===== src/common/sdp_consts.vh =====
`ifndef SDP_CONSTS_VH
`define SDP_CONSTS_VH

// ----------------------------------------------------------------
// widths
// ----------------------------------------------------------------
`define SDP_DATA_W 8
`define SDP_LEN_W 11
`define SDP_TO_W 16
`define SDP_POST_W 2
`define SDP_PRE_W 15

// ----------------------------------------------------------------
// sizes and encodings
// ----------------------------------------------------------------
`define SDP_BUF_BYTES 11'h400
`define SDP_LEN_NONE 11'h000
`define SDP_CNT_ONE 11'h001
`define SDP_DLM_NONE 8'h00
`define SDP_TO_OFF 16'h0000
`define SDP_TO_MAX 16'hFFFF
`define SDP_POST_NONE 2'h0
`define SDP_POST_ONE 2'h1
`define SDP_POST_TWO 2'h2
`define SDP_FIFO_DEPTH 16
`define SDP_CHANNELS 2

// ----------------------------------------------------------------
// timing
// ----------------------------------------------------------------
`define SDP_MS_NS 1000000
`define SDP_CLK_NS 40
`define SDP_MS_CYCLES (`SDP_MS_NS / `SDP_CLK_NS)

`endif


===== src/logic/sdp_packer.v =====
`include "sdp_consts.vh"

module sdp_packer #(
    parameter CH = `SDP_CHANNELS,
    parameter MS_CYCLES = `SDP_MS_CYCLES,
    parameter DEPTH = `SDP_FIFO_DEPTH
) (
    input wire clk_sys,
    input wire reset,
    input wire dual_channel_mode,
    input wire cfg_apply,
    input wire [CH*`SDP_LEN_W-1:0] cfg_pkt_len,
    input wire [CH*`SDP_DATA_W-1:0] cfg_dlm1,
    input wire [CH*`SDP_DATA_W-1:0] cfg_dlm2,
    input wire [CH-1:0] cfg_match_one,
    input wire [CH*`SDP_POST_W-1:0] cfg_post,
    input wire [CH*`SDP_TO_W-1:0] cfg_force_ms,
    input wire [CH*`SDP_DATA_W-1:0] ser_data,
    input wire [CH-1:0] ser_valid,
    output wire [CH-1:0] ser_ready,
    output wire [CH*`SDP_DATA_W-1:0] net_data,
    output wire [CH-1:0] net_last,
    output wire [CH-1:0] net_valid,
    input wire [CH-1:0] net_ready,
    output wire [CH-1:0] chan_active
);

    // ----------------------------------------------------------------
    // settings load strobe
    // ----------------------------------------------------------------
    reg load_reg;

    // load once after restart and on every apply
    always @(posedge clk_sys or posedge reset) begin
        if (reset) begin
            load_reg <= 1'b1;
        end else begin
            load_reg <= cfg_apply;
        end
    end

    // ----------------------------------------------------------------
    // per channel packer
    // ----------------------------------------------------------------
    genvar i;
    generate
        for (i = 0; i < CH; i = i + 1) begin : g_ch
            // active settings
            reg [`SDP_LEN_W-1:0] len_reg;
            reg [`SDP_DATA_W-1:0] d1_reg;
            reg [`SDP_DATA_W-1:0] d2_reg;
            reg one_reg;
            reg [`SDP_POST_W-1:0] post_reg;
            reg [`SDP_TO_W-1:0] fto_reg;
            reg en_reg;
            // frame state
            reg [`SDP_DATA_W-1:0] pend_reg;
            reg pv_reg;
            reg pl_reg;
            reg [`SDP_LEN_W-1:0] cnt_reg;
            reg [`SDP_POST_W-1:0] extra_reg;
            reg prev1_reg;
            reg rdy_reg;
            // idle timer
            reg [`SDP_PRE_W-1:0] pre_reg;
            reg [`SDP_TO_W-1:0] idle_reg;

            wire [`SDP_DATA_W-1:0] b = ser_data[i*`SDP_DATA_W +: `SDP_DATA_W];
            wire acc = ser_valid[i] & rdy_reg;
            wire [`SDP_LEN_W-1:0] ncnt = cnt_reg + `SDP_CNT_ONE;
            wire f_ready;
            wire f_room2;

            // ------------------------------------------------------------
            // delimiter matching
            // ------------------------------------------------------------
            wire d1_on = (d1_reg != `SDP_DLM_NONE);
            wire d2_on = (d2_reg != `SDP_DLM_NONE);
            wire dlm_en = d1_on | d2_on;
            wire hit1 = d1_on & (b == d1_reg);
            wire hit2 = d2_on & (b == d2_reg);
            // sequence only when both set and two-byte mode
            wire seq_mode = ~one_reg & d1_on & d2_on;
            wire dmatch = seq_mode ? (prev1_reg & hit2) : (hit1 | hit2);
            // extra bytes need the first delimiter
            wire [`SDP_POST_W-1:0] post_on = d1_on ? post_reg : `SDP_POST_NONE;
            wire waiting = (extra_reg != `SDP_POST_NONE);
            wire d_arm = dlm_en & ~waiting & dmatch & (post_on != `SDP_POST_NONE);
            wire d_close = dlm_en &
                (waiting ? (extra_reg == `SDP_POST_ONE) :
                 (dmatch & (post_on == `SDP_POST_NONE)));

            // ------------------------------------------------------------
            // closing conditions, all joined into one end mark
            // ------------------------------------------------------------
            wire len_close = (len_reg != `SDP_LEN_NONE) & (ncnt >= len_reg);
            wire full_close = (ncnt == `SDP_BUF_BYTES);
            wire pass_close = ~dlm_en & (len_reg == `SDP_LEN_NONE);
            wire close = len_close | full_close | pass_close | d_close;
            // timeout only with a byte held, so no empty frame
            wire fire_to = (fto_reg != `SDP_TO_OFF) & (idle_reg >= fto_reg) &
                pv_reg & ~pl_reg;
            wire flush = pv_reg & pl_reg & f_ready & ~acc;
            wire pl_nx = acc ? close : (flush ? 1'b0 : (fire_to | pl_reg));
            // the held byte leaves when replaced or when its frame ends
            wire push = pv_reg & (acc | (pl_reg & f_ready));
            wire ms_tick = (pre_reg == MS_CYCLES[`SDP_PRE_W-1:0] - {{(`SDP_PRE_W-1){1'b0}}, 1'b1});

            assign ser_ready[i] = rdy_reg;
            assign chan_active[i] = en_reg;

            // settings latch, separate per channel
            always @(posedge clk_sys or posedge reset) begin
                if (reset) begin
                    len_reg <= `SDP_LEN_NONE;
                    d1_reg <= `SDP_DLM_NONE;
                    d2_reg <= `SDP_DLM_NONE;
                    one_reg <= 1'b0;
                    post_reg <= `SDP_POST_NONE;
                    fto_reg <= `SDP_TO_OFF;
                    en_reg <= 1'b0;
                end else if (load_reg) begin
                    len_reg <= cfg_pkt_len[i*`SDP_LEN_W +: `SDP_LEN_W];
                    d1_reg <= cfg_dlm1[i*`SDP_DATA_W +: `SDP_DATA_W];
                    d2_reg <= cfg_dlm2[i*`SDP_DATA_W +: `SDP_DATA_W];
                    one_reg <= cfg_match_one[i];
                    post_reg <= cfg_post[i*`SDP_POST_W +: `SDP_POST_W];
                    fto_reg <= cfg_force_ms[i*`SDP_TO_W +: `SDP_TO_W];
                    en_reg <= (i == 0) | dual_channel_mode;
                end
            end

            // held byte, frame count and delimiter progress
            always @(posedge clk_sys or posedge reset) begin
                if (reset) begin
                    pend_reg <= {`SDP_DATA_W{1'b0}};
                    pv_reg <= 1'b0;
                    pl_reg <= 1'b0;
                    cnt_reg <= `SDP_LEN_NONE;
                    extra_reg <= `SDP_POST_NONE;
                    prev1_reg <= 1'b0;
                    rdy_reg <= 1'b0;
                end else if (load_reg) begin
                    // new settings start from an empty buffer
                    pv_reg <= 1'b0;
                    pl_reg <= 1'b0;
                    cnt_reg <= `SDP_LEN_NONE;
                    extra_reg <= `SDP_POST_NONE;
                    prev1_reg <= 1'b0;
                    rdy_reg <= 1'b0;
                end else begin
                    rdy_reg <= en_reg & f_room2 & ~pl_nx;
                    pl_reg <= pl_nx;
                    if (acc) begin
                        pend_reg <= b;
                        pv_reg <= 1'b1;
                        cnt_reg <= close ? `SDP_LEN_NONE : ncnt;
                        prev1_reg <= close ? 1'b0 : hit1;
                        if (close) begin
                            extra_reg <= `SDP_POST_NONE;
                        end else if (d_arm) begin
                            extra_reg <= post_on;
                        end else if (waiting) begin
                            extra_reg <= extra_reg - `SDP_POST_ONE;
                        end
                    end else if (flush) begin
                        pv_reg <= 1'b0;
                    end else if (fire_to) begin
                        cnt_reg <= `SDP_LEN_NONE;
                        extra_reg <= `SDP_POST_NONE;
                        prev1_reg <= 1'b0;
                    end
                end
            end

            // millisecond idle timer, restarted by each byte
            always @(posedge clk_sys or posedge reset) begin
                if (reset) begin
                    pre_reg <= {`SDP_PRE_W{1'b0}};
                    idle_reg <= `SDP_TO_OFF;
                end else if (acc | load_reg | ~pv_reg | pl_reg) begin
                    pre_reg <= {`SDP_PRE_W{1'b0}};
                    idle_reg <= `SDP_TO_OFF;
                end else if (ms_tick) begin
                    pre_reg <= {`SDP_PRE_W{1'b0}};
                    if (idle_reg != `SDP_TO_MAX) begin
                        idle_reg <= idle_reg + 16'h0001;
                    end
                end else begin
                    pre_reg <= pre_reg + {{(`SDP_PRE_W-1){1'b0}}, 1'b1};
                end
            end

            // ------------------------------------------------------------
            // output queue toward the network side
            // ------------------------------------------------------------
            sdp_fifo #(
                .WIDTH(`SDP_DATA_W + 1),
                .DEPTH(DEPTH),
                .AW(4)
            ) u_fifo (
                .clk_sys(clk_sys),
                .reset(reset),
                .in_data({pl_reg & ~acc, pend_reg}),
                .in_valid(push),
                .in_ready(f_ready),
                .in_room2(f_room2),
                .out_data({net_last[i], net_data[i*`SDP_DATA_W +: `SDP_DATA_W]}),
                .out_valid(net_valid[i]),
                .out_ready(net_ready[i])
            );
        end
    endgenerate

endmodule // sdp_packer


===== src/logic/sdp_fifo.v =====
`include "sdp_consts.vh"

module sdp_fifo #(
    parameter WIDTH = 9,
    parameter DEPTH = `SDP_FIFO_DEPTH,
    parameter AW = 4
) (
    input wire clk_sys,
    input wire reset,
    input wire [WIDTH-1:0] in_data,
    input wire in_valid,
    output wire in_ready,
    output wire in_room2,
    output wire [WIDTH-1:0] out_data,
    output wire out_valid,
    input wire out_ready
);

    // ----------------------------------------------------------------
    // storage and pointers
    // ----------------------------------------------------------------
    reg [WIDTH-1:0] mem_reg [0:DEPTH-1];
    reg [AW-1:0] wp_reg;
    reg [AW-1:0] rp_reg;
    reg [AW:0] cnt_reg;
    reg [WIDTH-1:0] od_reg;
    reg ov_reg;

    wire wr = in_valid & in_ready;
    wire ld = (cnt_reg != {(AW+1){1'b0}}) & (~ov_reg | out_ready);

    // full and near-full flags from the entry count
    assign in_ready = (cnt_reg < DEPTH[AW:0]);
    assign in_room2 = (cnt_reg <= (DEPTH[AW:0] - {{AW{1'b0}}, 1'b1} - {{AW{1'b0}}, 1'b1}));
    assign out_data = od_reg;
    assign out_valid = ov_reg;

    // write port, no reset needed on the array
    always @(posedge clk_sys) begin
        if (wr) begin
            mem_reg[wp_reg] <= in_data;
        end
    end

    // pointers, count and registered output stage
    always @(posedge clk_sys or posedge reset) begin
        if (reset) begin
            wp_reg <= {AW{1'b0}};
            rp_reg <= {AW{1'b0}};
            cnt_reg <= {(AW+1){1'b0}};
            od_reg <= {WIDTH{1'b0}};
            ov_reg <= 1'b0;
        end else begin
            if (wr) begin
                wp_reg <= (wp_reg == DEPTH[AW-1:0] - {{(AW-1){1'b0}}, 1'b1}) ?
                    {AW{1'b0}} : wp_reg + {{(AW-1){1'b0}}, 1'b1};
            end
            if (ld) begin
                od_reg <= mem_reg[rp_reg];
                rp_reg <= (rp_reg == DEPTH[AW-1:0] - {{(AW-1){1'b0}}, 1'b1}) ?
                    {AW{1'b0}} : rp_reg + {{(AW-1){1'b0}}, 1'b1};
                ov_reg <= 1'b1;
            end else if (out_ready) begin
                ov_reg <= 1'b0;
            end
            if (wr & ~ld) begin
                cnt_reg <= cnt_reg + {{AW{1'b0}}, 1'b1};
            end else if (~wr & ld) begin
                cnt_reg <= cnt_reg - {{AW{1'b0}}, 1'b1};
            end
        end
    end

endmodule // sdp_fifo


===== config.mk =====
export PLATFORM = sky130hd
export DESIGN_NAME = sdp_packer
export DESIGN_NICKNAME = d
export VERILOG_FILES = /design/src/logic/sdp_packer.v /design/src/logic/sdp_fifo.v
export VERILOG_INCLUDE_DIRS = /design/src /design/src/common
export SDC_FILE = /design/constraint.sdc
export NUM_CORES = 1
export LEC_CHECK = 0
export BUFFER_PORTS_ARGS = -buffer_cell sky130_fd_sc_hd__buf_2
export CORE_ASPECT_RATIO = 0.8
export CORE_UTILIZATION = 55
export DETAILED_ROUTE_END_ITERATION = 12
export MAX_ROUTING_LAYER = met4
export PLACE_DENSITY = 0.88
export SLEW_MARGIN = 20
export SYNTH_ARGS = -nofsm -noshare
export SYNTH_HDL_FRONTEND = slang
export SYNTH_SLANG_ARGS = --single-unit

===== constraint.sdc =====
create_clock -name clk_sys -period 8.1 [get_ports clk_sys]
set_input_delay 1.62 -clock clk_sys [delete_from_list [all_inputs] [get_ports clk_sys]]
set_output_delay 1.62 -clock clk_sys [all_outputs]
set_load 0.005 [all_outputs]

==> qor.csv, run 1 <==
metric,value,unit
vias in the first global route,15832,
total track usage,26.88,%
share of the synthesized area in the top cell type,35.48,%
die area,0.04517,mm²
Max Buffers Root-to-Sink,3,
Syn Nets,1972,
final hold violations,0,
Synth Area in Compound Gates,5.816,%
Tot Pwr,7.612,mW
via-per-instance ratio,6.209,
Clock Sink Count,541,
Fin Hold WS,0.4709,ns
CP Class,flop to flop,
synthesized flop and latch total,541,
critical path capture point type,flop,
hold-fix buffers at CTS,0,
CTS Buf Count,50,
async set or reset register ratio after synthesis,46.77,%
met1 Use GR,36.97,%
dpl cells,2415,
top_reg_cell synth,edfxtp_1,
mux cell area share after synthesis,12.08,%
fmax,249.8,MHz
setup violators final,0,
Final GP Congestion,0.8885,
area growth from synthesis to layout,11.98,%
ANT nets after route,0,
worst r2r src,g_ch[1].cnt_reg[0]$_DFFE_PP0P_,
Top Ports,140,
dpl cell area,0.02560,mm²
antenna violations before repair,2,
Routed wire per std cell,22.82,µm
DPL Wire Length,37680,µm
final setup skew,0.02494,ns
via count,15592,
initial DRC count,1333,
Reg-to-Reg End,g_ch[1].cnt_reg[5]$_DFFE_PP0P_,
Pins Over Slew Limit,0,
largest family of logic cells by synthesized area,multiplexers,
Crit Path Max Fanout,15,
max reg flops,288,
Worst Reg2Reg Path Length in Cells,12,
final cell count without fillers,2511,
HP Start,g_ch[0].pre_reg[0]$_DFF_PP0_,
layout cells sized above 1,21.75,%
Core ar.,0.04339,mm²
post_cts resized,0,
sequential fraction of the synthesis area,61.46,%
Max rail drop VDD,0.2350,mV
most used routing layer,met2,
Synth area leader,edfxtp_1,
Leak,10.71,nW
clk slew on worst S/H paths,0.07,ns
hold crit path type,flop to flop,
"count leader, synth",edfxtp_1,
Yosys warning count,0,
post-synthesis simple-gate area fraction,9.985,%
CTS tree,built,
min Tclk post-route,4.003,ns
setup TNS,0,ns
Starting Density,56.17,%
post-synthesis xor/xnor area fraction,3.773,%
Slew @ Worst Pin,1.135,ns
unrepaired setup endpoints after global routing,false,
hold path depth,1,
"Cell Area, Synth",0.02437,mm²
maxcap violations,0,
CP startpoint kind,flop,
drt first pass iters,5,
# H-tree levels,2,
die span in y,190.3,µm
max_slew headroom,24.05,%
largest net degree at the start of global routing,128,
Post-Synth Adder-Cell Area,4.374,%
R2R Setup Slk,4.10,ns
status,"complete, no violations",
Final Cell Area,0.02729,mm²
clock latency at the later pin of the worst-skew pair,0.61,ns
grt total ovfl,0,
"top cells by count, synth","edfxtp_1 (288), dfrtp_1 (252), nand2_1 (139)",
Port Buffers,139,
"Period Utilization, post-route",49.42,%
Post-Route WL,57300,µm
first-pass GRT wire length,90060,µm
DRC,0,
met2 GRT Util,41.47,%
M3 GR Usage,5.182,%
Worst EP required,8.63,ns
Cell Rows,68,
largest cells by area after synthesis,"edfxtp_1 (35%), dfrtp_1 (26%), mux4_2 (8.3%), ha_1 (4.2%), mux2_2 (3.6%)",
WHS Endpoint,g_ch[0].pre_reg[0]$_DFF_PP0_,
postcts setup bufs,0,
Unique masters post-synth,68,
Nets,2107,
Syn Inst Count,1772,
crit path DAT,4.53,ns
Die X,237.4,µm
CTS root buffer,clkbuf_16,
Post-synth EDFFs,288,
Mapped Avg Cell Area,13.75,µm²
P per Cell Area,278.9,mW/mm²
[power breakdown]
part	switching, mW	internal [mW]
Clock	1.05	1.36
Sequential	0.410	3.30
Combinational	0.727	0.771
[worst max-delay path: stages (launching register included)]
cell	delay, ns
dfrtp_1	0.49
nand3_1	0.21
or4_1	0.63
and2_1	0.23
or2_2	0.31
ha_1	0.31
a21oi_1	0.14
nand2_1	0.06
a211oi_1	0.26
a31oi_1	0.13
a31oi_2	0.66
nand2_1	0.26
o221ai_1	0.24
[placed cells by master (no fill, tap or decap), types with 11 or more instances in the layout]
cell	n
xnor2_1	45
inv_1	83
nand2_1	139
or3_1	16
and2_1	12
o21ai_0	97
nor2_1	99
dfrtp_1	250
buf_4	12
mux4_2	90
nor4_1	27
clkbuf_1	11
a21oi_1	48
ha_1	82
edfxtp_1	288
a21o_1	19
nor3_1	16
xor2_1	60
nand2b_1	15
buf_2	139
mux2_2	77
clkbuf_16	51
nand4_1	32
and4_1	12
and3_1	23
nand3_1	55
[stage by stage]
stage	utilization [%]	setup slack [ns]
3_3_place_gp	59.00	3.723
5_1_grt	62.90	3.840
4_1_cts	62.84	4.019
2_1_floorplan	-	3.151
6_report	62.90	4.097
3_5_place_dp	59.00	3.412
[cell type report]
type | count | area [µm²]
fillers | 3063 | 16100
repair buffers | 153 | 817.0
diodes | 2 | 5.005
well taps | 560 | 700.7
flip-flops and latches | 541 | 14990
clock inverters | 25 | 252.7
multi-input cells | 1077 | 8797
clock buffers | 69 | 1414
inverters | 84 | 319.1
[metal layers]
layer	routed length, µm	share of wire, %
met5	0	0
met4	1291	2.3
met3	4639	8.1
met2	27080	47
met1	24290	42
[worst max-delay path by stage]
| stage | start | endpoint | slack [ns] | depth (start not counted) |
|---|---|---|---|---|
| 6_report | g_ch[1].cnt_reg[0]$_DFFE_PP0P_ | g_ch[1].cnt_reg[5]$_DFFE_PP0P_ | 4.10 | 12 |
| 5_1_grt | g_ch[1].cnt_reg[0]$_DFFE_PP0P_ | g_ch[1].cnt_reg[5]$_DFFE_PP0P_ | 3.84 | 12 |
| 4_1_cts | ser_valid[0] | g_ch[0].u_fifo.mem_reg[7][7]$_DFFE_PP_ | 4.02 | 5 |
| 3_5_place_dp | ser_valid[0] | g_ch[0].u_fifo.mem_reg[7][8]$_DFFE_PP_ | 3.41 | 5 |
| 3_3_place_gp | ser_valid[0] | g_ch[0].u_fifo.cnt_reg[4]$_DFFE_PP0P_ | 3.72 | 11 |
| 2_1_floorplan | reset | g_ch[0].cnt_reg[0]$_DFFE_PP0P_ | 3.15 | 1 |
[kinds of logic (layout without fill, tap and decap cells)]
kind of cell / Yosys count / count (layout)
XOR/XNOR: 105 / 105
adder cells (fa/ha/maj): 84 / 84
flip-flops: 541 / 541
multiplexers: 172 / 172
buffers and inverters: 154 / 331
other: 0 / 2
AND/OR/NAND/NOR: 485 / 485
AO/OA/AOI/OAI: 231 / 231
(Power assumes the default switching activity.)
==> run 2: changes to the inputs <==
==> constraint.sdc (replaced) <==
create_clock -name clk_sys -period 3.3 [get_ports clk_sys]
set_input_delay 0.66 -clock clk_sys [delete_from_list [all_inputs] [get_ports clk_sys]]
set_output_delay 0.66 -clock clk_sys [all_outputs]
set_load 0.005 [all_outputs]
==> run 2 against run 1 <==
Net effect:
- sequential share of layout area down 1.0 points
- routed wire length down 1.6%
- first-iteration DRC count up 15%
- sequential power rose by 150%
- non-clock buffer count increased by 37
- utilization increased by 1.2 points
- flip-flop and latch count stayed put
- global-route usage is 0.36 points lower
- largest power group unchanged
- highest routed layer unchanged
==> qor.csv, run 2 (synthesis gave the netlist of run 1 again) <==
metric,value,unit
Top Ports,140,
Pins Over Slew Limit,0,
Max Buffers Root-to-Sink,3,
CP most frequent cell,a31oi_4,
DPL Wire Length,37590,µm
die span in y,190.3,µm
CP Class,flop to flop,
area growth from synthesis to layout,14.19,%
fmax,314.8,MHz
Die X,237.4,µm
Core ar.,0.04339,mm²
ANT nets after route,0,
Sw Pwr,5.264,mW
Flop pwr share,48.4,%
dpl cell area,0.02590,mm²
maxcap violations,0,
Max rail drop VDD,0.5374,mV
WHS Endpoint,load_reg$_DFF_PP1_,
critical path capture point type,flop,
hold crit path type,primary input to flop,
setup TNS,0,ns
via-per-instance ratio,6.081,
Net Sw Frac,28.01,%
hold-fix buffers at CTS,0,
layout cells sized above 1,23.91,%
CTS root buffer,clkbuf_16,
Leak,10.94,nW
logic gate share of total power,19.2,%
Port Buffers,139,
grt total ovfl,0,
largest net degree at the start of global routing,104,
Post-Route WL,56360,µm
total track usage,26.52,%
# H-tree levels,2,
CTS tree,built,
Buffers & Inverters on Critical Path,2,
Starting Density,56.17,%
Cell Rows,68,
P per Cell Area,675.2,mW/mm²
Worst EP required,3.76,ns
Nets,2146,
"commonest non-fill, non-tap cells in the layout","edfxtp_1 (288), dfrtp_1 (246), buf_2 (139)",
CP startpoint kind,flop,
Final Cell Area,0.02783,mm²
hold path depth,1,
critical-path cell list,"buf_4, ha_1, and4_4, and3_1, or2_4, ha_4, o2111ai_1, or4_4, a31oi_4, a31oi_4, buf_6, nand3_1, o221ai_1",
"delay-heaviest family, CP",simple AND/OR/NAND/NOR gates,
min Tclk post-route,3.177,ns
Power Internal,13.53,mW
initial DRC count,1530,
Routed wire per std cell,22.11,µm
first-pass GRT wire length,88510,µm
clock latency at the later pin of the worst-skew pair,0.63,ns
final setup skew,0.03484,ns
clock power share,32.4,%
Clock Sink Count,541,
Slew @ Worst Pin,1.023,ns
final hold violations,0,
R2R Setup Slk,0.12,ns
clk slew on worst S/H paths,0.06,ns
crit path DAT,3.64,ns
CTS Buf Count,52,
max_slew headroom,31.79,%
DRC,0,
antenna violations before repair,2,
HP Start,cfg_apply,
via count,15501,
worst r2r src,g_ch[1].cnt_reg[0]$_DFFE_PP0P_,
drt first pass iters,6,
vias in the first global route,15754,
max reg flops,288,
Reg-to-Reg End,g_ch[1].cnt_reg[5]$_DFFE_PP0P_,
"commonest non-fill, non-tap cell in the layout",edfxtp_1,
CP max stage cell,or4_4,
die area,0.04517,mm²
Crit Path Max Fanout,6,
Tot Pwr,18.79,mW
Worst path max stage delay,0.56,ns
Worst Reg2Reg Path Length in Cells,13,
"Period Utilization, post-route",96.27,%
status,"complete, no violations",
Final GP Congestion,0.8480,
setup violators final,0,
run 2: cell count changes in the layout (fill, tap and decap cells not counted), moves of 4 or more:
cell / previous run / this run
dfrtp_2: 2 / 6
buf_4: 12 / 44
dfrtp_1: 250 / 246
clkinv_2: 10 / 3
run 2: cell type report:
class	instances	area, µm²
inverter	84	319.1
multi-input combinational	1077	8927
tap	560	700.7
sequential	541	14990
antenna	2	5.005
clock buffer	73	1460
fill	2968	15560
timing repair buffer	190	1140
clock inverter	22	287.8
run 2: worst max path at each step:
stage                                         from                              to  slack (ns)  depth (start not counted)
floorplan                                    reset  g_ch[0].cnt_reg[0]$_DFFE_PP0P_       -0.69                          1
global placement    g_ch[1].cnt_reg[0]$_DFFE_PP0P_  g_ch[1].cnt_reg[6]$_DFFE_PP0P_      -0.003                         12
detailed placement  g_ch[1].cnt_reg[2]$_DFFE_PP0P_  g_ch[1].cnt_reg[9]$_DFFE_PP0P_       -0.07                         12
CTS                 g_ch[1].cnt_reg[0]$_DFFE_PP0P_  g_ch[1].cnt_reg[9]$_DFFE_PP0P_      -0.004                         12
global route        g_ch[0].cnt_reg[0]$_DFFE_PP0P_  g_ch[0].cnt_reg[5]$_DFFE_PP0P_       -0.01                         13
finish              g_ch[1].cnt_reg[0]$_DFFE_PP0P_  g_ch[1].cnt_reg[5]$_DFFE_PP0P_        0.12                         13
run 2: per-layer routing:
| layer | global-route usage, % | vias to the layer above | part of all wire (%) |
|---|---|---|---|
| met2 | 39.51 | 693 | 46 |
| met3 | 4.922 | 140 | 8.3 |
| met5 | - | - | 0 |
| li1 | - | 6955 | - |
| met4 | 10.12 | 0 | 3.4 |
| met1 | 36.59 | 7713 | 42 |
run 2: timing repair:
action / in CTS / in global routing
setup endpoints to repair: 14 / 32
gates resized for setup: 7 / 27
pin swaps: 1 / 7
setup buffers: 0 / 2
run 2: per-stage QoR:
step / util, % / cells / hold WS [ns] / worst slack, ns
final: 64.14 / 2549 / 0.1562 / 0.1232
after global routing: 64.14 / 2549 / 0.1266 / -0.01328
after detailed placement: 59.69 / 2450 / 0.4626 / -0.07481
after floorplan: - / 1772 / 0.4329 / -0.6888
after global placement: 59.69 / 2450 / 0.4493 / -0.002566
after CTS: 63.79 / 2545 / 0.1243 / -0.003967
run 2: power groups by stage:
stage               logic, mW  registers, mW  clock network (mW)
floorplan                2.71           8.74                   0
global placement         3.37           9.08                   0
detailed placement       3.53           9.21                   0
CTS                      3.62           9.09                6.19
global route             3.91           9.21                6.43
finish                   3.61           9.09                6.09
==> run 3: changes to the inputs <==
--- a/config.mk
+++ b/config.mk
@@ -6,12 +6,13 @@
 export SDC_FILE = /design/constraint.sdc
 export NUM_CORES = 1
 export LEC_CHECK = 0
+export ABC_AREA = 1
 export BUFFER_PORTS_ARGS = -buffer_cell sky130_fd_sc_hd__buf_2
 export CORE_ASPECT_RATIO = 0.8
 export CORE_UTILIZATION = 55
 export DETAILED_ROUTE_END_ITERATION = 12
 export MAX_ROUTING_LAYER = met4
-export PLACE_DENSITY = 0.88
+export PLACE_DENSITY = 0.76
 export SLEW_MARGIN = 20
 export SYNTH_ARGS = -nofsm -noshare
 export SYNTH_HDL_FRONTEND = slang
==> run 3 against run 2 <==
Net effect:
- register-to-register slack better by 0.24 ns
- area after synthesis up 2.4%
- sequential share of layout area down 0.65 points
- utilization down 0.92 points
- combinational power up 18%
- via count up 21%
- flip-flop and latch count unchanged
- clock power down 4.4%
- clock skew down 0.022 ns
- total power up 0.87%
- highest routed layer unchanged
- non-clock buffer count up 1
- clock-buffer cell count up 5
==> qor.csv, run 3 <==
metric,value,unit
antenna violations before repair,2,
max_slew headroom,36.18,%
die area,0.04623,mm²
top_reg_cell synth,edfxtp_1,
initial DRC count,1900,
largest cells by area after synthesis,"edfxtp_1 (35%), dfrtp_1 (25%), nand2_1 (7.6%), nor2_1 (5.5%), o21ai_0 (5.1%)",
P per Cell Area,673.1,mW/mm²
clk slew on worst S/H paths,0.07,ns
Nets,2913,
Leak,11.79,nW
via count,18737,
drt first pass iters,5,
Crit Path Max Fanout,11,
DRC,0,
Clock Sink Count,541,
CTS root buffer,clkbuf_16,
Max Buffers Root-to-Sink,3,
ANT nets after route,0,
hold crit path type,primary input to asynchronous set/reset pin,
postcts setup bufs,0,
"commonest non-fill, non-tap cell in the layout",nand2_1,
"top cells by count, synth","nand2_1 (504), nor2_1 (365), edfxtp_1 (288)",
min Tclk post-route,2.939,ns
first-pass GRT wire length,92980,µm
Syn Nets,2760,
Post-synth EDFFs,288,
hold-fix buffers at CTS,0,
maxcap violations,0,
total track usage,26.34,%
Synth area leader,edfxtp_1,
Final Cell Area,0.02816,mm²
crit path DAT,3.47,ns
synthesized flop and latch total,541,
CP startpoint kind,flop,
die span in y,192.5,µm
area growth from synthesis to layout,12.88,%
CP Class,flop to flop,
final hold violations,0,
Cell Rows,69,
Mapped Avg Cell Area,9.746,µm²
Top Ports,140,
"commonest non-fill, non-tap cells in the layout","nand2_1 (504), nor2_1 (365), edfxtp_1 (288)",
"count leader, synth",nand2_1,
Routed wire per std cell,17.11,µm
Starting Density,56.01,%
CTS tree,built,
setup violators final,0,
layout cells sized above 1,10.96,%
CTS Buf Count,52,
Core ar.,0.04455,mm²
final setup skew,0.01260,ns
status,"complete, no violations",
async set or reset register ratio after synthesis,46.77,%
fmax,340.3,MHz
"Period Utilization, post-route",89.05,%
Worst Reg2Reg Path Length in Cells,21,
max reg flops,288,
unrepaired setup endpoints after global routing,false,
Slew @ Worst Pin,0.9538,ns
post_cts resized,0,
vias in the first global route,17977,
dpl cell area,0.02650,mm²
Pins Over Slew Limit,0,
grt total ovfl,0,
Max rail drop VDD,0.4070,mV
"Cell Area, Synth",0.02495,mm²
DPL Wire Length,39040,µm
Final GP Congestion,0.9089,
Die X,240.1,µm
critical path capture point type,flop,
Worst EP required,3.83,ns
clock latency at the later pin of the worst-skew pair,0.60,ns
sequential fraction of the synthesis area,60.04,%
Post-Route WL,57500,µm
via-per-instance ratio,5.575,
Unique masters post-synth,44,
Tot Pwr,18.96,mW
Port Buffers,139,
Syn Inst Count,2560,
# H-tree levels,2,
largest net degree at the start of global routing,95,
share of the synthesized area in the top cell type,34.66,%
Yosys warning count,0,
[run 3: final timing paths]
check                                          startpoint                        endpoint  slack (ns)
setup / recovery           g_ch[1].cnt_reg[0]$_DFFE_PP0P_  g_ch[1].cnt_reg[1]$_DFFE_PP0P_        0.36
hold / removal                                      reset  g_ch[0].len_reg[8]$_DFFE_PP0P_        0.07
setup reg to reg           g_ch[1].cnt_reg[0]$_DFFE_PP0P_  g_ch[1].cnt_reg[1]$_DFFE_PP0P_        0.36
hold reg to reg              g_ch[1].pre_reg[0]$_DFF_PP0_    g_ch[1].pre_reg[0]$_DFF_PP0_        0.47
max in group asynchronous                           reset  g_ch[1].len_reg[6]$_DFFE_PP0P_        2.46
min in group clk_sys                            cfg_apply              load_reg$_DFF_PP1_        0.16
[run 3: through the flow]
step | instances | hold slack [ns] | setup slack, ns | TNS [ns] | utilization [%]
6_report | 3361 | 0.07379 | 0.3615 | 0 | 63.22
5_1_grt | 3361 | 0.08747 | 0.02558 | 0 | 63.22
4_1_cts | 3359 | 0.05477 | 0.3827 | 0 | 63.21
3_5_place_dp | 3262 | 0.4489 | 0.3863 | 0 | 59.49
3_3_place_gp | 3262 | 0.4413 | 0.4855 | 0 | 59.49
2_1_floorplan | 2560 | 0.4251 | -0.6888 | -173.59 | -
[run 3: worst max-delay path, stage by stage (launching register included)]
cell and delay [ns]:
dfrtp_1 0.42, ha_1 0.21, nand2_2 0.10, nor2_4 0.14
nand2_1 0.07, nand2_1 0.05, nand2_1 0.11, ha_1 0.33
nand2_1 0.07, inv_1 0.04, nor2_1 0.07, o21a_1 0.12
o21ai_0 0.10, nand2_1 0.08, nand2_1 0.05, nand2_1 0.07
o21ai_1 0.08, nor2_2 0.10, nand2_1 0.08, nor2_2 0.39
nand2_1 0.11, nand2_1 0.08
[run 3: cell families after synthesis]
| logic type | synth area share [%] |
|---|---|
| flops | 60.04 |
| simple gates | 17.85 |
| buf+inv | 5.150 |
| mux | 0.2006 |
| xor+xnor | 1.896 |
| compound gates | 10.59 |
| fa+ha+maj | 4.273 |
[run 3: routing by layer]
| layer | track usage [%] | wire, µm | up-vias |
|---|---|---|---|
| li1 | - | - | 9026 |
| met2 | 39.04 | 25790 | 708 |
| met4 | 8.109 | 1331 | 0 |
| met1 | 38.00 | 26050 | 8904 |
| met5 | - | 0 | - |
| met3 | 3.476 | 4321 | 99 |
[run 3: final cells by class]
| class | instances | area, µm² |
|---|---|---|
| Fill cell | 3500 | 16380 |
| Tap cell | 603 | 754.5 |
| Multi-Input combinational cell | 1685 | 8685 |
| Clock inverter | 19 | 168.9 |
| Clock buffer | 78 | 1489 |
| Sequential cell | 541 | 14990 |
| Antenna cell | 2 | 5.005 |
| Timing Repair Buffer | 191 | 1161 |
| Inverter | 242 | 912.1 |
[run 3: where the power goes]
group | switching (mW) | internal (mW)
Clock | 2.54 | 3.28
Sequential | 0.856 | 8.03
Combinational | 2.79 | 1.46
